**src/common/vmtc_pkg.sv**
```systemverilog
// Purpose: Shared constants and types for the voltage monitor trip configuration bank
// Assumes: Byte-wide register port driven by the serial host engine
// Notes:   Offsets are byte register addresses on the host link

package vmtc_pkg;

    // Register offsets
    localparam logic [7:0] MON8_COARSE_OFS = 8'h2D;   // monitor8_coarse_trip
    localparam logic [7:0] MON9_FINE_OFS   = 8'h2E;   // monitor9_fine_trip
    localparam logic [7:0] MON9_FILT_OFS   = 8'h2F;   // monitor9_filter_window_fine_hi
    localparam logic [7:0] MON9_COARSE_OFS = 8'h30;   // monitor9_coarse_trip
    localparam logic [7:0] HV_FINE_OFS     = 8'h31;   // high_voltage_fine_trip
    localparam logic [7:0] HV_FILT_OFS     = 8'h32;   // high_voltage_filter_window_fine_hi
    localparam logic [7:0] HV_COARSE_OFS   = 8'h33;   // high_voltage_coarse_trip
    localparam int         NUM_REGS        = 7;       // Bank depth, first at MON8_COARSE_OFS

    // Bank indices
    localparam int IDX_MON8_COARSE = 0;
    localparam int IDX_MON9_FINE   = 1;
    localparam int IDX_MON9_FILT   = 2;
    localparam int IDX_MON9_COARSE = 3;
    localparam int IDX_HV_FINE     = 4;
    localparam int IDX_HV_FILT     = 5;
    localparam int IDX_HV_COARSE   = 6;

    // Field positions, first configuration register
    localparam int FINE_A_LO_MSB = 7;
    localparam int FINE_A_LO_LSB = 6;
    localparam int FINE_B_MSB    = 5;
    localparam int FINE_B_LSB    = 0;
    // Field positions, second configuration register
    localparam int FILT_BYP_BIT  = 5;
    localparam int WINDOW_BIT    = 4;
    localparam int FINE_A_HI_MSB = 3;
    localparam int FINE_A_HI_LSB = 0;
    localparam logic [7:0] FILT_FIXED_MASK = 8'hC0;   // Bits 7:6 always read one
    localparam logic [7:0] FILT_WR_MASK    = 8'h3F;   // Writable part of that register
    // Field positions, third configuration register
    localparam int COARSE_A_MSB  = 7;
    localparam int COARSE_A_LSB  = 4;
    localparam int COARSE_B_MSB  = 3;
    localparam int COARSE_B_LSB  = 0;

    // Reset and code limits
    localparam logic [7:0] REG_RESET      = 8'h00;
    localparam logic [5:0] FINE_MAX       = 6'h1E;    // Last normal fine row
    localparam logic [5:0] FINE_LOW_SENSE = 6'h21;    // Low-voltage sense row
    localparam logic [3:0] COARSE_MAX     = 4'hB;     // Last coarse column
    localparam logic [7:0] READ_UNMAPPED  = 8'h00;

    // Threshold mapping selection
    typedef enum logic [1:0] {
        VMTC_MAP_DIFF,        // Differential monitors 1 to 4
        VMTC_MAP_SINGLE,      // Single-ended monitors 5 to 9
        VMTC_MAP_HIGH_V       // High-voltage monitor
    } vmtc_map_t;

    // One comparator's trip selection
    typedef struct packed {
        logic [5:0] fine;     // Fine code
        logic [3:0] coarse;   // Coarse code
        logic       hyst_off; // Low-voltage sense, hysteresis removed
        logic       legal;    // Code inside the defined table
    } vmtc_trip_t;

    // One monitor's full decoded configuration
    typedef struct packed {
        vmtc_trip_t trip_a;               // Comparator A
        vmtc_trip_t trip_b;               // Comparator B
        logic       glitch_filter_bypass; // Filter bypass
        logic       window_compare_select;// Window mode
        logic       hyst_off;             // Either comparator in low-voltage sense
        vmtc_map_t  map_sel;              // Threshold table family
    } vmtc_mon_cfg_t;

endpackage

```
**src/vmtc_bank.sv**
```systemverilog
// Purpose: Trip point, filter and window configuration registers for monitor 8 to the HV monitor
// Assumes: Host engine presents byte accesses synchronous to clock, one strobe per access
//          No range limit on stored codes; the host keeps to the defined table
// Notes:   Decoded codes feed the analog comparators; table lookup happens in the analog domain
//          Illegal codes are stored as written; the legal flag only reports them
//          Decoded outputs lag the stored bytes by one edge

`timescale 1ns/1ns

// Overview of operation
// - Host writes trip, filter, window for monitors
// - Each monitor has independent trip A and B
// - Trip uses 6-bit fine and 4-bit coarse
// - No over/under voltage select control exists
// - Fine 0x21 disables hysteresis on input
// - Differential and single-ended use separate mappings
module vmtc_bank (
    // Clock and reset
    input  wire logic                   clock,
    input  wire logic                   resetn,
    // Register access from the host engine
    input  wire logic [7:0]             reg_addr,
    input  wire logic [7:0]             reg_wdata,
    input  wire logic                   reg_wr,
    input  wire logic                   reg_rd,
    output logic      [7:0]             reg_rdata,
    output logic                        reg_rvalid,
    // Decoded configuration to the comparators
    output logic      [3:0]             mon8_trip_a_coarse_code,
    output logic      [3:0]             mon8_trip_b_coarse_code,
    output vmtc_pkg::vmtc_mon_cfg_t     mon9_cfg,
    output vmtc_pkg::vmtc_mon_cfg_t     hv_cfg
);

    // Register storage, one byte per offset
    logic [7:0] regs_q [vmtc_pkg::NUM_REGS];
    logic [7:0] regs_d [vmtc_pkg::NUM_REGS];
    // Read path
    logic [7:0] rdata_q, rdata_d;
    logic       rvalid_q, rvalid_d;
    // Decoded outputs held in flops
    logic [3:0]              m8a_q, m8a_d;
    logic [3:0]              m8b_q, m8b_d;
    vmtc_pkg::vmtc_mon_cfg_t m9_q, m9_d;
    vmtc_pkg::vmtc_mon_cfg_t hv_q, hv_d;
    // Offset relative to bank start, and hit flag
    // Below the bank the offset wraps; outside the bank it is never used
    logic [7:0] rel_addr;
    logic       hit;

    // Hit spans the first to the last offset of the bank, ends included
    assign rel_addr = reg_addr - vmtc_pkg::MON8_COARSE_OFS;
    assign hit      = (reg_addr >= vmtc_pkg::MON8_COARSE_OFS) &&
                      (reg_addr <= vmtc_pkg::HV_COARSE_OFS);

    // Legal code check; flags host mistakes, hardware still passes the code through
    // Refusing the write instead would leave a stale trip point in place
    function automatic logic code_legal(input logic [5:0] fine, input logic [3:0] coarse);
        code_legal = (coarse <= vmtc_pkg::COARSE_MAX) &&
                     ((fine <= vmtc_pkg::FINE_MAX) || (fine == vmtc_pkg::FINE_LOW_SENSE));
    endfunction

    // Build one comparator's selection
    // Legal and hysteresis flags ride along with the codes
    function automatic vmtc_pkg::vmtc_trip_t mk_trip(input logic [5:0] fine,
                                                     input logic [3:0] coarse);
        vmtc_pkg::vmtc_trip_t t;
        t.fine     = fine;
        t.coarse   = coarse;
        t.hyst_off = (fine == vmtc_pkg::FINE_LOW_SENSE);
        t.legal    = code_legal(fine, coarse);
        mk_trip    = t;
    endfunction

    // Decode a monitor's three registers
    // First holds fine B and two fine A bits, second filter, window and the rest
    // of fine A, third both coarse codes
    function automatic vmtc_pkg::vmtc_mon_cfg_t mk_cfg(input logic [7:0] r0,
                                                       input logic [7:0] r1,
                                                       input logic [7:0] r2,
                                                       input vmtc_pkg::vmtc_map_t map);
        vmtc_pkg::vmtc_mon_cfg_t c;
        logic [5:0]              fine_a;
        // Upper four bits from second register, lower two from first
        fine_a = {r1[vmtc_pkg::FINE_A_HI_MSB:vmtc_pkg::FINE_A_HI_LSB],
                  r0[vmtc_pkg::FINE_A_LO_MSB:vmtc_pkg::FINE_A_LO_LSB]};
        c.trip_a = mk_trip(fine_a,
                           r2[vmtc_pkg::COARSE_A_MSB:vmtc_pkg::COARSE_A_LSB]);
        c.trip_b = mk_trip(r0[vmtc_pkg::FINE_B_MSB:vmtc_pkg::FINE_B_LSB],
                           r2[vmtc_pkg::COARSE_B_MSB:vmtc_pkg::COARSE_B_LSB]);
        // Filter and window bits pass straight through
        c.glitch_filter_bypass  = r1[vmtc_pkg::FILT_BYP_BIT];
        c.window_compare_select = r1[vmtc_pkg::WINDOW_BIT];
        // One input, so either row in low-voltage sense removes its hysteresis
        c.hyst_off = c.trip_a.hyst_off | c.trip_b.hyst_off;
        // Direction is not stored; the same codes serve over and under use
        c.map_sel  = map;
        mk_cfg     = c;
    endfunction

    // Next register contents; writes outside the bank are dropped
    always_comb begin
        // Hold every byte by default
        for (int i = 0; i < vmtc_pkg::NUM_REGS; i++) begin
            regs_d[i] = regs_q[i];
        end
        // Only a strobe inside the bank changes storage; others are dropped silently
        if (reg_wr && hit) begin
            case (int'(rel_addr))
                // Filter and window bytes lose their two fixed bits
                vmtc_pkg::IDX_MON9_FILT,
                vmtc_pkg::IDX_HV_FILT: begin
                    // Top two bits are fixed ones, never stored
                    regs_d[int'(rel_addr)] = reg_wdata & vmtc_pkg::FILT_WR_MASK;
                end
                default: begin
                    // Whole byte kept, illegal codes included
                    regs_d[int'(rel_addr)] = reg_wdata;
                end
            endcase
        end
    end

    // Next read data; reads of unmapped offsets return zero
    always_comb begin
        // Data holds between reads; valid is a one-cycle pulse
        rvalid_d = reg_rd;
        rdata_d  = rdata_q;
        // Every read strobe is answered, mapped or not, so the host never waits
        if (reg_rd) begin
            // Fixed ones are merged on the way out, never stored
            if (hit) begin
                case (int'(rel_addr))
                    // Filter and window bytes show their fixed ones
                    vmtc_pkg::IDX_MON9_FILT,
                    vmtc_pkg::IDX_HV_FILT: begin
                        rdata_d = regs_q[int'(rel_addr)] | vmtc_pkg::FILT_FIXED_MASK;
                    end
                    default: begin
                        rdata_d = regs_q[int'(rel_addr)];
                    end
                endcase
            end else begin
                // Unmapped offset reads as zero
                rdata_d = vmtc_pkg::READ_UNMAPPED;
            end
        end
    end

    // Next decoded comparator settings, from the stored bytes
    always_comb begin
        // Monitor 8 has only its coarse byte in this bank
        m8a_d = regs_q[vmtc_pkg::IDX_MON8_COARSE][vmtc_pkg::COARSE_A_MSB:vmtc_pkg::COARSE_A_LSB];
        m8b_d = regs_q[vmtc_pkg::IDX_MON8_COARSE][vmtc_pkg::COARSE_B_MSB:vmtc_pkg::COARSE_B_LSB];
        // Monitor 9 uses the single-ended family
        m9_d  = mk_cfg(regs_q[vmtc_pkg::IDX_MON9_FINE], regs_q[vmtc_pkg::IDX_MON9_FILT],
                       regs_q[vmtc_pkg::IDX_MON9_COARSE], vmtc_pkg::VMTC_MAP_SINGLE);
        // High-voltage input keeps a table family of its own
        hv_d  = mk_cfg(regs_q[vmtc_pkg::IDX_HV_FINE], regs_q[vmtc_pkg::IDX_HV_FILT],
                       regs_q[vmtc_pkg::IDX_HV_COARSE], vmtc_pkg::VMTC_MAP_HIGH_V);
    end

    // Storage flops, one generate entry per register byte
    // A process per byte keeps each entry's single driver obvious
    for (genvar g = 0; g < vmtc_pkg::NUM_REGS; g++) begin : g_store
        // Async clear, then follow the write decode
        always_ff @(posedge clock or negedge resetn) begin
            if (!resetn) begin
                // Every stored bit starts at the same value
                regs_q[g] <= vmtc_pkg::REG_RESET;
            end else begin
                // Unchanged unless this entry was written
                regs_q[g] <= regs_d[g];
            end
        end
    end

    // Read path flops
    // Data holds between reads, so a slow sampler still sees the last answer
    always_ff @(posedge clock or negedge resetn) begin
        if (!resetn) begin
            // No answer pending out of reset
            rdata_q  <= vmtc_pkg::REG_RESET;
            rvalid_q <= 1'b0;
        end else begin
            // Answer one edge after the strobe
            rdata_q  <= rdata_d;
            rvalid_q <= rvalid_d;
        end
    end

    // Decoded output flops
    // Costs one edge of latency but keeps comparator inputs free of decode glitches
    always_ff @(posedge clock or negedge resetn) begin
        if (!resetn) begin
            // All codes zero while held in reset; map family reads as zero too
            m8a_q <= 4'h0;
            m8b_q <= 4'h0;
            m9_q  <= '0;
            hv_q  <= '0;
        end else begin
            // Follow the stored bytes
            m8a_q <= m8a_d;
            m8b_q <= m8b_d;
            m9_q  <= m9_d;
            hv_q  <= hv_d;
        end
    end

    // Outputs straight from flops
    // No logic after the flops, so comparator inputs change only on a clock edge or at the async reset
    assign reg_rdata               = rdata_q;
    assign reg_rvalid              = rvalid_q;
    assign mon8_trip_a_coarse_code = m8a_q;
    assign mon8_trip_b_coarse_code = m8b_q;
    assign mon9_cfg                = m9_q;
    assign hv_cfg                  = hv_q;

endmodule // vmtc_bank

```
**config.mk**
```make
export PLATFORM = sky130hd
export DESIGN_NAME = vmtc_bank
export DESIGN_NICKNAME = d
export VERILOG_FILES = /design/src/common/vmtc_pkg.sv /design/src/vmtc_bank.sv
export SDC_FILE = /design/constraint.sdc
export NUM_CORES = 1
export LEC_CHECK = 0
export BUFFER_PORTS_ARGS = -buffer_cell sky130_fd_sc_hd__buf_2
export CAP_MARGIN = 20
export CORE_ASPECT_RATIO = 0.7
export CORE_MARGIN = 2
export CORE_UTILIZATION = 59
export CTS_BUF_LIST = sky130_fd_sc_hd__clkbuf_4 sky130_fd_sc_hd__clkbuf_8 sky130_fd_sc_hd__clkbuf_16
export DETAILED_ROUTE_END_ITERATION = 16
export PLACE_DENSITY = 0.87
export SYNTH_ARGS = -nofsm -noshare
export SYNTH_HDL_FRONTEND = slang
export SYNTH_SLANG_ARGS = --single-unit
```
**constraint.sdc**
```tcl
create_clock -name clock -period 2.5 [get_ports clock]
set_input_delay 0.5 -clock clock [delete_from_list [all_inputs] [get_ports clock]]
set_output_delay 0.5 -clock clock [all_outputs]
set_load 0.02 [all_outputs]
```
==> results_dict.tcl, run 1 <==
set metrics [dict create \
    status "complete, no violations" \
    vdd_drop_max_uv 474 \
    syn_area_mm2 0.00507 \
    wl_per_cell_um 20.8 \
    rsz0062_at_grt "false" \
    final_max_slew_viol_count 0 \
    register_area_mm2 0.00320 \
    die_w_um 115 \
    slowest_delay_ns 0.61 \
    slew_headroom 0.553 \
    synth_edf_count 0 \
    track_usage 0.289 \
    start_util 0.603 \
    routabilityCongestion 0.921 \
    drt-vias-per-instance 5.93 \
    drtIter0Drc 396 \
    fillCellCount 504 \
    syn_avg_cell_area_um2 14.3 \
    yosysSeqAreaShare 0.632 \
    powerDensity_mw_per_mm2 756 \
    clk_pin_slew_ns 0.06 \
    finalSetupViolations 0 \
    syn_to_final_growth_pct 27.8 \
    synth_most_common_cell "dfrtp_1" \
    grt_antenna_before_repair 0 \
    grt_pass1_wl_um 19700 \
    drtAntennaViolNets 0 \
    totalWireLength_um 12500 \
    hold_class "primary input to asynchronous set/reset pin" \
    cts.sinks 128 \
    portBuffers 92 \
    cts_tree "done" \
    max_freq_mhz 458 \
    nNetsFinal 510 \
    hold_violations 0 \
    yosysTopAreaCellShare 0.632 \
    crit_chain "buf_2 -> inv_1 -> ha_4 -> nor2b_1 -> nor4b_2 -> o2111ai_2 -> or3_1 -> mux2_2" \
    drc 0 \
    layout.cells.non_filler 602 \
    cts_root_buf "clkbuf_16" \
    grt_start_max_net_pins 44 \
    gr-total-overflow 0 \
    insertion_delay_ns 0.41 \
    synth_top_flop_cell "dfrtp_1" \
    critPathMaxFanout 8 \
    firstDrtPassIters 5 \
    cts_setup_buffers 0 \
    final_area_mm2 0.00647 \
    final.setup_skew_ns 0.00593 \
    synth_common_cells "128 x dfrtp_1, 54 x mux2_2, 18 x mux2i_1" \
    period_share 0.873 \
    diodes 0 \
    yosys-top-cells-area "dfrtp_1 63%, mux2_2 12%, mux2i_1 3.6%" \
    worstPathRequired_ns 2.79 \
    synth_area_leader_cell "dfrtp_1" \
    power.leakage_uw 0.00338 \
    maxCapViolations 0 \
    die_area_mm2 0.00936 \
    synth.distinct_cells 51 \
    dp_hpwl_um 8590 \
    endpoint_kind "flip-flop" \
    multiInputGateArea_mm2 0.00176 \
    boundaryPins 95 \
    final_util 0.770 \
    cts-buffers-inserted 17 \
    post_route_cells_drive_above_1_share 0.453 \
    placed_cell_area_mm2 0.00590 \
    core_area_mm2 0.00841 \
    hold_buffers 0 \
    cts_resized 0 \
    cp.arrival_ns 2.47 \
    rows 28 \
    critPathKind "primary input to flip-flop" \
    synth-seq-cells 128 \
    cp_slowest_cell "or3_1" \
    ys_warn_count 0 \
    grt_pass1_vias 3543 \
    synth_cells 355 \
    via_count 3569 \
    die_h_um 81.5 \
    tightest_slew_ns 0.668 \
    clk_path_buf_depth 2 \
    fin_crit_ns 2.18 \
    crit_path_start_kind "primary input" \
    async_flop_share 1.00 \
    h-tree-depth 4 \
    place_inst 571 \
]
-- cell usage in the layout, fill, tap and decap left out, types with 3 or more instances in the layout --
| cell type | Yosys | routed |
|---|---|---|
| clkinvlp_4 | 0 | 7 |
| dfrtp_1 | 128 | 128 |
| or2_2 | 3 | 3 |
| ha_1 | 5 | 4 |
| nor3b_1 | 4 | 4 |
| a222oi_1 | 4 | 4 |
| mux2i_1 | 18 | 18 |
| nor2_1 | 10 | 10 |
| a41o_1 | 4 | 4 |
| a22o_1 | 3 | 3 |
| inv_1 | 15 | 15 |
| buf_2 | 0 | 91 |
| buf_4 | 4 | 29 |
| a211oi_1 | 5 | 5 |
| nor4b_1 | 4 | 4 |
| conb_1 | 2 | 3 |
| o2bb2ai_1 | 5 | 5 |
| nand2_1 | 16 | 16 |
| clkbuf_16 | 0 | 17 |
| mux2_2 | 54 | 54 |
| nand3b_1 | 3 | 3 |
| buf_12 | 0 | 4 |
| o21a_1 | 3 | 3 |
| nor2b_1 | 5 | 5 |
| o21ai_0 | 9 | 9 |
-- worst paths after layout --
check / depth (start not counted) / to / start / slack [ns]
hold reg to reg: 0 / mon8_trip_a_coarse_code[1] / flip-flop / 0.41
hold / removal: 1 / mon9_cfg[15] / resetn / 0.07
max in group asynchronous: 2 / mon9_cfg[8] / resetn / 1.74
min in group clock: 1 / reg_rvalid / reg_rd / 0.30
setup / recovery: 8 / hv_d[24] / reg_addr[0] / 0.32
setup reg to reg: 4 / mon9_cfg[2] / flip-flop / 1.05
-- logic make-up (layout without fill, tap and decap cells) --
group,count (synthesis),after routing,synth area share
flip-flops,128,128,0.632
other,2,3,0.00148
XOR/XNOR,3,3,0.00889
buffers and inverters,29,170,0.0259
AND/OR/NAND/NOR,63,63,0.0775
multiplexers,73,73,0.160
adder cells (fa/ha/maj),5,5,0.0123
AO/OA/AOI/OAI,52,52,0.0815
-- layout make-up --
cell class                 instances  area share
sequential                       128       0.495
multi-input combinational        199       0.271
timing repair buffer             124       0.116
clock buffer                      18      0.0669
clock inverter                    13      0.0216
tap                              105      0.0203
inverter                          15     0.00870
-- routing by layer --
layer	up-vias	global-route usage	share of wire
met5	-	0	0
met2	205	0.454	0.47
li1	1542	-	-
met4	0	0.107	0.015
met3	21	0.0893	0.086
met1	1801	0.387	0.43
-- worst max-delay path: cells and delay by family --
family | cells | cell delay (ns)
adder cells (fa/ha/maj) | 1 | 0.17
multiplexers | 1 | 0.35
buffers and inverters | 2 | 0.20
AND/OR/NAND/NOR | 3 | 1.03
AO/OA/AOI/OAI | 1 | 0.22
-- report_power, final --
| part | internal, µW | total [µW] | switching (µW) |
|---|---|---|---|
| Combinational | 137 | 370 | 233 |
| Sequential | 2120 | 2150 | 29.6 |
| Clock | 1470 | 2380 | 908 |
| Total | 3720 | 4890 | 1170 |
-- stage by stage --
stage          total power, µW  hold WS [ns]  TNS, ns  worst slack (ns)
5_1_grt                   5050         0.116        0             0.188
6_report                  4890        0.0729        0             0.316
2_1_floorplan             2370         0.204   -0.261           -0.0254
4_1_cts                   4920        0.0856        0             0.339
3_3_place_gp              2530         0.383   -0.180           -0.0162
3_5_place_dp              2550         0.394    -1.19           -0.0819
(Power assumes the default switching activity.)
==> run 2: changes to the inputs <==
CORE_UTILIZATION = 45   (was 59)
PLACE_DENSITY = 0.7   (was 0.87)
==> results_dict.tcl, run 2 (synthesized netlist as in run 1, its figures left out) <==
set metrics [dict create \
    dp_hpwl_um 8670 \
    die_area_mm2 0.0121 \
    boundaryPins 95 \
    h-tree-depth 4 \
    whs_ns 0.303 \
    powerDensity_mw_per_mm2 777 \
    max_freq_mhz 457 \
    core_area_mm2 0.0110 \
    status "complete, no violations" \
    hold_buffers 1 \
    post_route_cells_drive_above_1_share 0.451 \
    dpl_worst_slack_ns -0.0936 \
    finalSetupViolations 0 \
    via_count 3458 \
    portBuffers 92 \
    worstPathRequired_ns 2.79 \
    rsz0062_at_grt "false" \
    track_usage 0.222 \
    hold_violations 0 \
    slew_headroom 0.614 \
    drtAntennaViolNets 0 \
    firstDrtPassIters 6 \
    tightest_slew_ns 0.577 \
    crit_path_start_kind "primary input" \
    insertion_delay_ns 0.41 \
    grt_pass1_vias 3489 \
    cts-buffers-inserted 17 \
    cts_root_buf "clkbuf_16" \
    most-common-layout-cells "128 x dfrtp_1, 91 x buf_2, 54 x mux2_2" \
    critPathKind "primary input to flip-flop" \
    fin_crit_ns 2.19 \
    syn_to_final_growth_pct 30.2 \
    r2r-start "m9_d[22]" \
    start_util 0.460 \
    grt_antenna_before_repair 0 \
    cts_tree "done" \
    vdd_drop_max_uv 519 \
    drtIter0Drc 194 \
    rows 32 \
    diodes 0 \
    cts_setup_buffers 0 \
    cts.sinks 128 \
    final_max_slew_viol_count 0 \
    die_h_um 92.8 \
    clk_pin_slew_ns 0.05 \
    r2r-end "reg_rdata[7]" \
    grt_pass1_wl_um 19700 \
    maxCapViolations 0 \
    clk_path_buf_depth 2 \
    grt_start_max_net_pins 70 \
    critPathMaxFanout 8 \
    ff2ff_path_depth 5 \
    hold_class "primary input to flip-flop" \
    drt-vias-per-instance 5.32 \
    final.setup_skew_ns 0.00513 \
    min-delay-start "reg_rd" \
    layout_commonest_cell "dfrtp_1" \
    period_share 0.876 \
    gr-total-overflow 0 \
    power.leakage_uw 0.00341 \
    die_w_um 131 \
    cp.arrival_ns 2.48 \
    critPathCapture "hv_d[23]" \
    drc 0 \
    setup_tns_ns 0 \
    setup_ws_ns 0.310 \
    nNetsFinal 509 \
    place_inst 617 \
    layout.cells.non_filler 650 \
    routabilityCongestion 0.878 \
    cts_resized 0 \
    endpoint_kind "flip-flop" \
    final_util 0.599 \
    cp-startpoint "reg_addr[0]" \
    regToRegSetupSlack_ns 1.13 \
    totalWireLength_um 12400 \
    wl_per_cell_um 19.0 \
]
-- run 2: changes by cell type in the layout (fill, tap and decap cells not counted), sizes merged --
cell         before  now
clkinv            2    5
clkbuf           18   17
dlygate4sd3       0    1
clkinvlp          7    4
bufinv            2    4
buf             124  122
-- run 2: worst max-delay path, stage by stage --
cell	delay (ns)
buf_2	0.11
inv_1	0.08
ha_4	0.16
nor2b_1	0.13
nor4b_2	0.31
o2111ai_2	0.22
or3_1	0.61
mux2_2	0.36
-- run 2: cell type report --
class | instances | area [µm²]
Clock buffer | 17 | 425
Tap cell | 153 | 191
Fill cell | 856 | 4420
Sequential cell | 128 | 3200
Inverter | 15 | 56.3
Multi-Input combinational cell | 199 | 1760
Clock inverter | 15 | 211
Timing Repair Buffer | 123 | 748
-- run 2: metrics by stage --
stage / instance area, µm² / power (µW)
finish: 6590 / 5120
global route: 6590 / 5320
CTS: 6590 / 5160
detailed placement: 5950 / 2550
global placement: 5950 / 2540
floorplan: 5100 / 2370
-- run 2: how the worst min path moves through the flow --
stage | endpoint | slack [ns] | cells after the start
2_1_floorplan | asynchronous set/reset pin | 0.20 | 0
3_3_place_gp | mon9_cfg[8] | 0.38 | 0
3_5_place_dp | mon8_trip_a_coarse_code[2] | 0.39 | 0
4_1_cts | reg_rvalid | 0.28 | 1
5_1_grt | reg_rvalid | 0.28 | 1
6_report | reg_rvalid | 0.30 | 1
-- run 2: routing by layer --
layer | wire length [µm] | GRT usage
met5 | 0 | 0
met4 | 119 | 0.0550
met3 | 1150 | 0.0757
met2 | 5360 | 0.313
met1 | 5750 | 0.331
-- run 2: where the power goes --
| part | switching [µW] | internal, µW |
|---|---|---|
| combinational | 233 | 137 |
| sequential | 28.1 | 2120 |
| clock | 929 | 1680 |
| total | 1190 | 3930 |
==> run 3: changes to the inputs <==
CELL_PAD_IN_SITES_DETAIL_PLACEMENT = 2   (was unset)
CELL_PAD_IN_SITES_GLOBAL_PLACEMENT = 2   (was unset)
CORE_UTILIZATION = 41   (was 45)
PLACE_DENSITY = 0.87   (was 0.7)
==> results_dict.tcl, run 3 (synthesized netlist as in run 1, its figures left out) <==
set metrics [dict create \
    firstDrtPassIters 5 \
    layout.cells.non_filler 655 \
    cts-buffers-inserted 17 \
    die_w_um 137 \
    core_area_mm2 0.0119 \
    clk_pin_slew_ns 0.06 \
    crit_chain "buf_2 -> nor2b_1 -> nor4b_4 -> nor2_1 -> nor4_4 -> buf_4 -> mux2_2" \
    period_share 0.957 \
    dpl_worst_slack_ns -0.186 \
    cts_root_buf "clkbuf_16" \
    power.leakage_uw 0.00343 \
    h-tree-depth 4 \
    nNetsFinal 509 \
    maxCapViolations 0 \
    grt_antenna_before_repair 1 \
    clk_path_buf_depth 2 \
    drtAntennaViolNets 0 \
    hold_class "primary input to asynchronous set/reset pin" \
    setup_tns_ns 0 \
    syn_to_final_growth_pct 30.6 \
    worstPathRequired_ns 2.80 \
    critPathKind "primary input to flip-flop" \
    fin_crit_ns 2.39 \
    gr-total-overflow 0 \
    drc 0 \
    slew_headroom 0.528 \
    post_route_cells_drive_above_1_share 0.453 \
    whs_ns 0.100 \
    cts.sinks 128 \
    portBuffers 92 \
    slowest_delay_ns 0.43 \
    start_util 0.426 \
    final.setup_skew_ns 0.00940 \
    grt_start_max_net_pins 49 \
    totalWireLength_um 19400 \
    regToRegSetupSlack_ns 0.90 \
    crit_path_start_kind "primary input" \
    rows 33 \
    hold_violations 0 \
    insertion_delay_ns 0.43 \
    setup_ws_ns 0.108 \
    routabilityCongestion 0.842 \
    layout_commonest_cell "dfrtp_1" \
    via_count 3766 \
    drtIter0Drc 244 \
    status "complete, no violations" \
    vdd_drop_max_uv 614 \
    r2r-end "reg_rdata[7]" \
    most-common-layout-cells "128 x dfrtp_1, 91 x buf_2, 54 x mux2_2" \
    place_inst 622 \
    critPathMaxFanout 6 \
    max_freq_mhz 418 \
    track_usage 0.310 \
    fillCellCount 1098 \
    rsz0062_at_grt "false" \
    grt_pass1_vias 4346 \
    ff2ff_path_depth 5 \
    die_h_um 97 \
    cts_tree "done" \
    finalSetupViolations 0 \
    wl_per_cell_um 29.7 \
    cp.arrival_ns 2.69 \
    endpoint_kind "flip-flop" \
    boundaryPins 95 \
    final_max_slew_viol_count 0 \
    grt_pass1_wl_um 29300 \
    dp_hpwl_um 11600 \
    tightest_slew_ns 0.705 \
    cp_slowest_cell "nor2b_1" \
    die_area_mm2 0.0133 \
    cts_setup_buffers 0 \
    drt-vias-per-instance 5.75 \
    powerDensity_mw_per_mm2 803 \
    r2r-start "m9_d[22]" \
]
[run 3: cell types whose count changed in the layout (fill, tap and decap cells not counted), sizes merged]
cell | previous run | this run
clkinv | 5 | 4
clkinvlp | 4 | 2
diode | 0 | 1
dlygate4sd3 | 1 | 0
inv | 17 | 15
clkbuf | 17 | 22
buf | 122 | 123
[run 3: per-stage QoR]
step	total power, µW	util	area, µm²
6_report	5320	0.557	6620
3_3_place_gp	2560	0.502	5970
2_1_floorplan	2370	-	5100
5_1_grt	5460	0.557	6620
3_5_place_dp	2580	0.502	5970
4_1_cts	5340	0.556	6610
[run 3: routing by layer]
metal | routed length (µm) | up-vias | track usage
met5 | 0 | - | 0
met4 | 591 | 0 | 0.122
met3 | 1120 | 46 | 0.0818
met2 | 9550 | 169 | 0.499
met1 | 8160 | 2015 | 0.399
li1 | - | 1536 | -
[run 3: layout make-up]
class                           count  area (µm²)  area share
Antenna cell                        1        2.50    0.000378
Multi-Input combinational cell    199        1770       0.267
Inverter                           15        56.3     0.00851
Sequential cell                   128        3200       0.484
Clock buffer                       22         475      0.0718
Tap cell                          157         196      0.0297
Timing Repair Buffer              123         758       0.115
Clock inverter                     10         159      0.0240
[run 3: what timing repair did]
item | CTS | global route
resized for setup | 0 | 1
hold endpoints to repair | 0 | 0
hold buffers | 0 | 0
setup endpoints to repair | 0 | 6
[run 3: report_power, final]
| part | switching, µW | total, µW | internal, µW |
|---|---|---|---|
| sequential | 35.4 | 2150 | 2110 |
| combinational | 291 | 435 | 145 |
| clock | 978 | 2730 | 1750 |
[run 3: critical path: cells and delay by family]
kind | cells | cell delay, ns
buf+inv | 2 | 0.38
mux | 1 | 0.40
simple gates | 4 | 1.41
[run 3: how the worst max path moves through the flow]
stage | cells past startpoint | start | slack [ns] | endpoint
CTS | 9 | reg_addr[0] | 0.02 | flip-flop
floorplan | 8 | reg_addr[0] | -0.03 | flip-flop
finish | 7 | reg_addr[5] | 0.11 | flip-flop
global placement | 9 | reg_addr[0] | -0.04 | flip-flop
global route | 9 | reg_addr[0] | 0.07 | flip-flop
detailed placement | 9 | reg_addr[0] | -0.19 | flip-flop
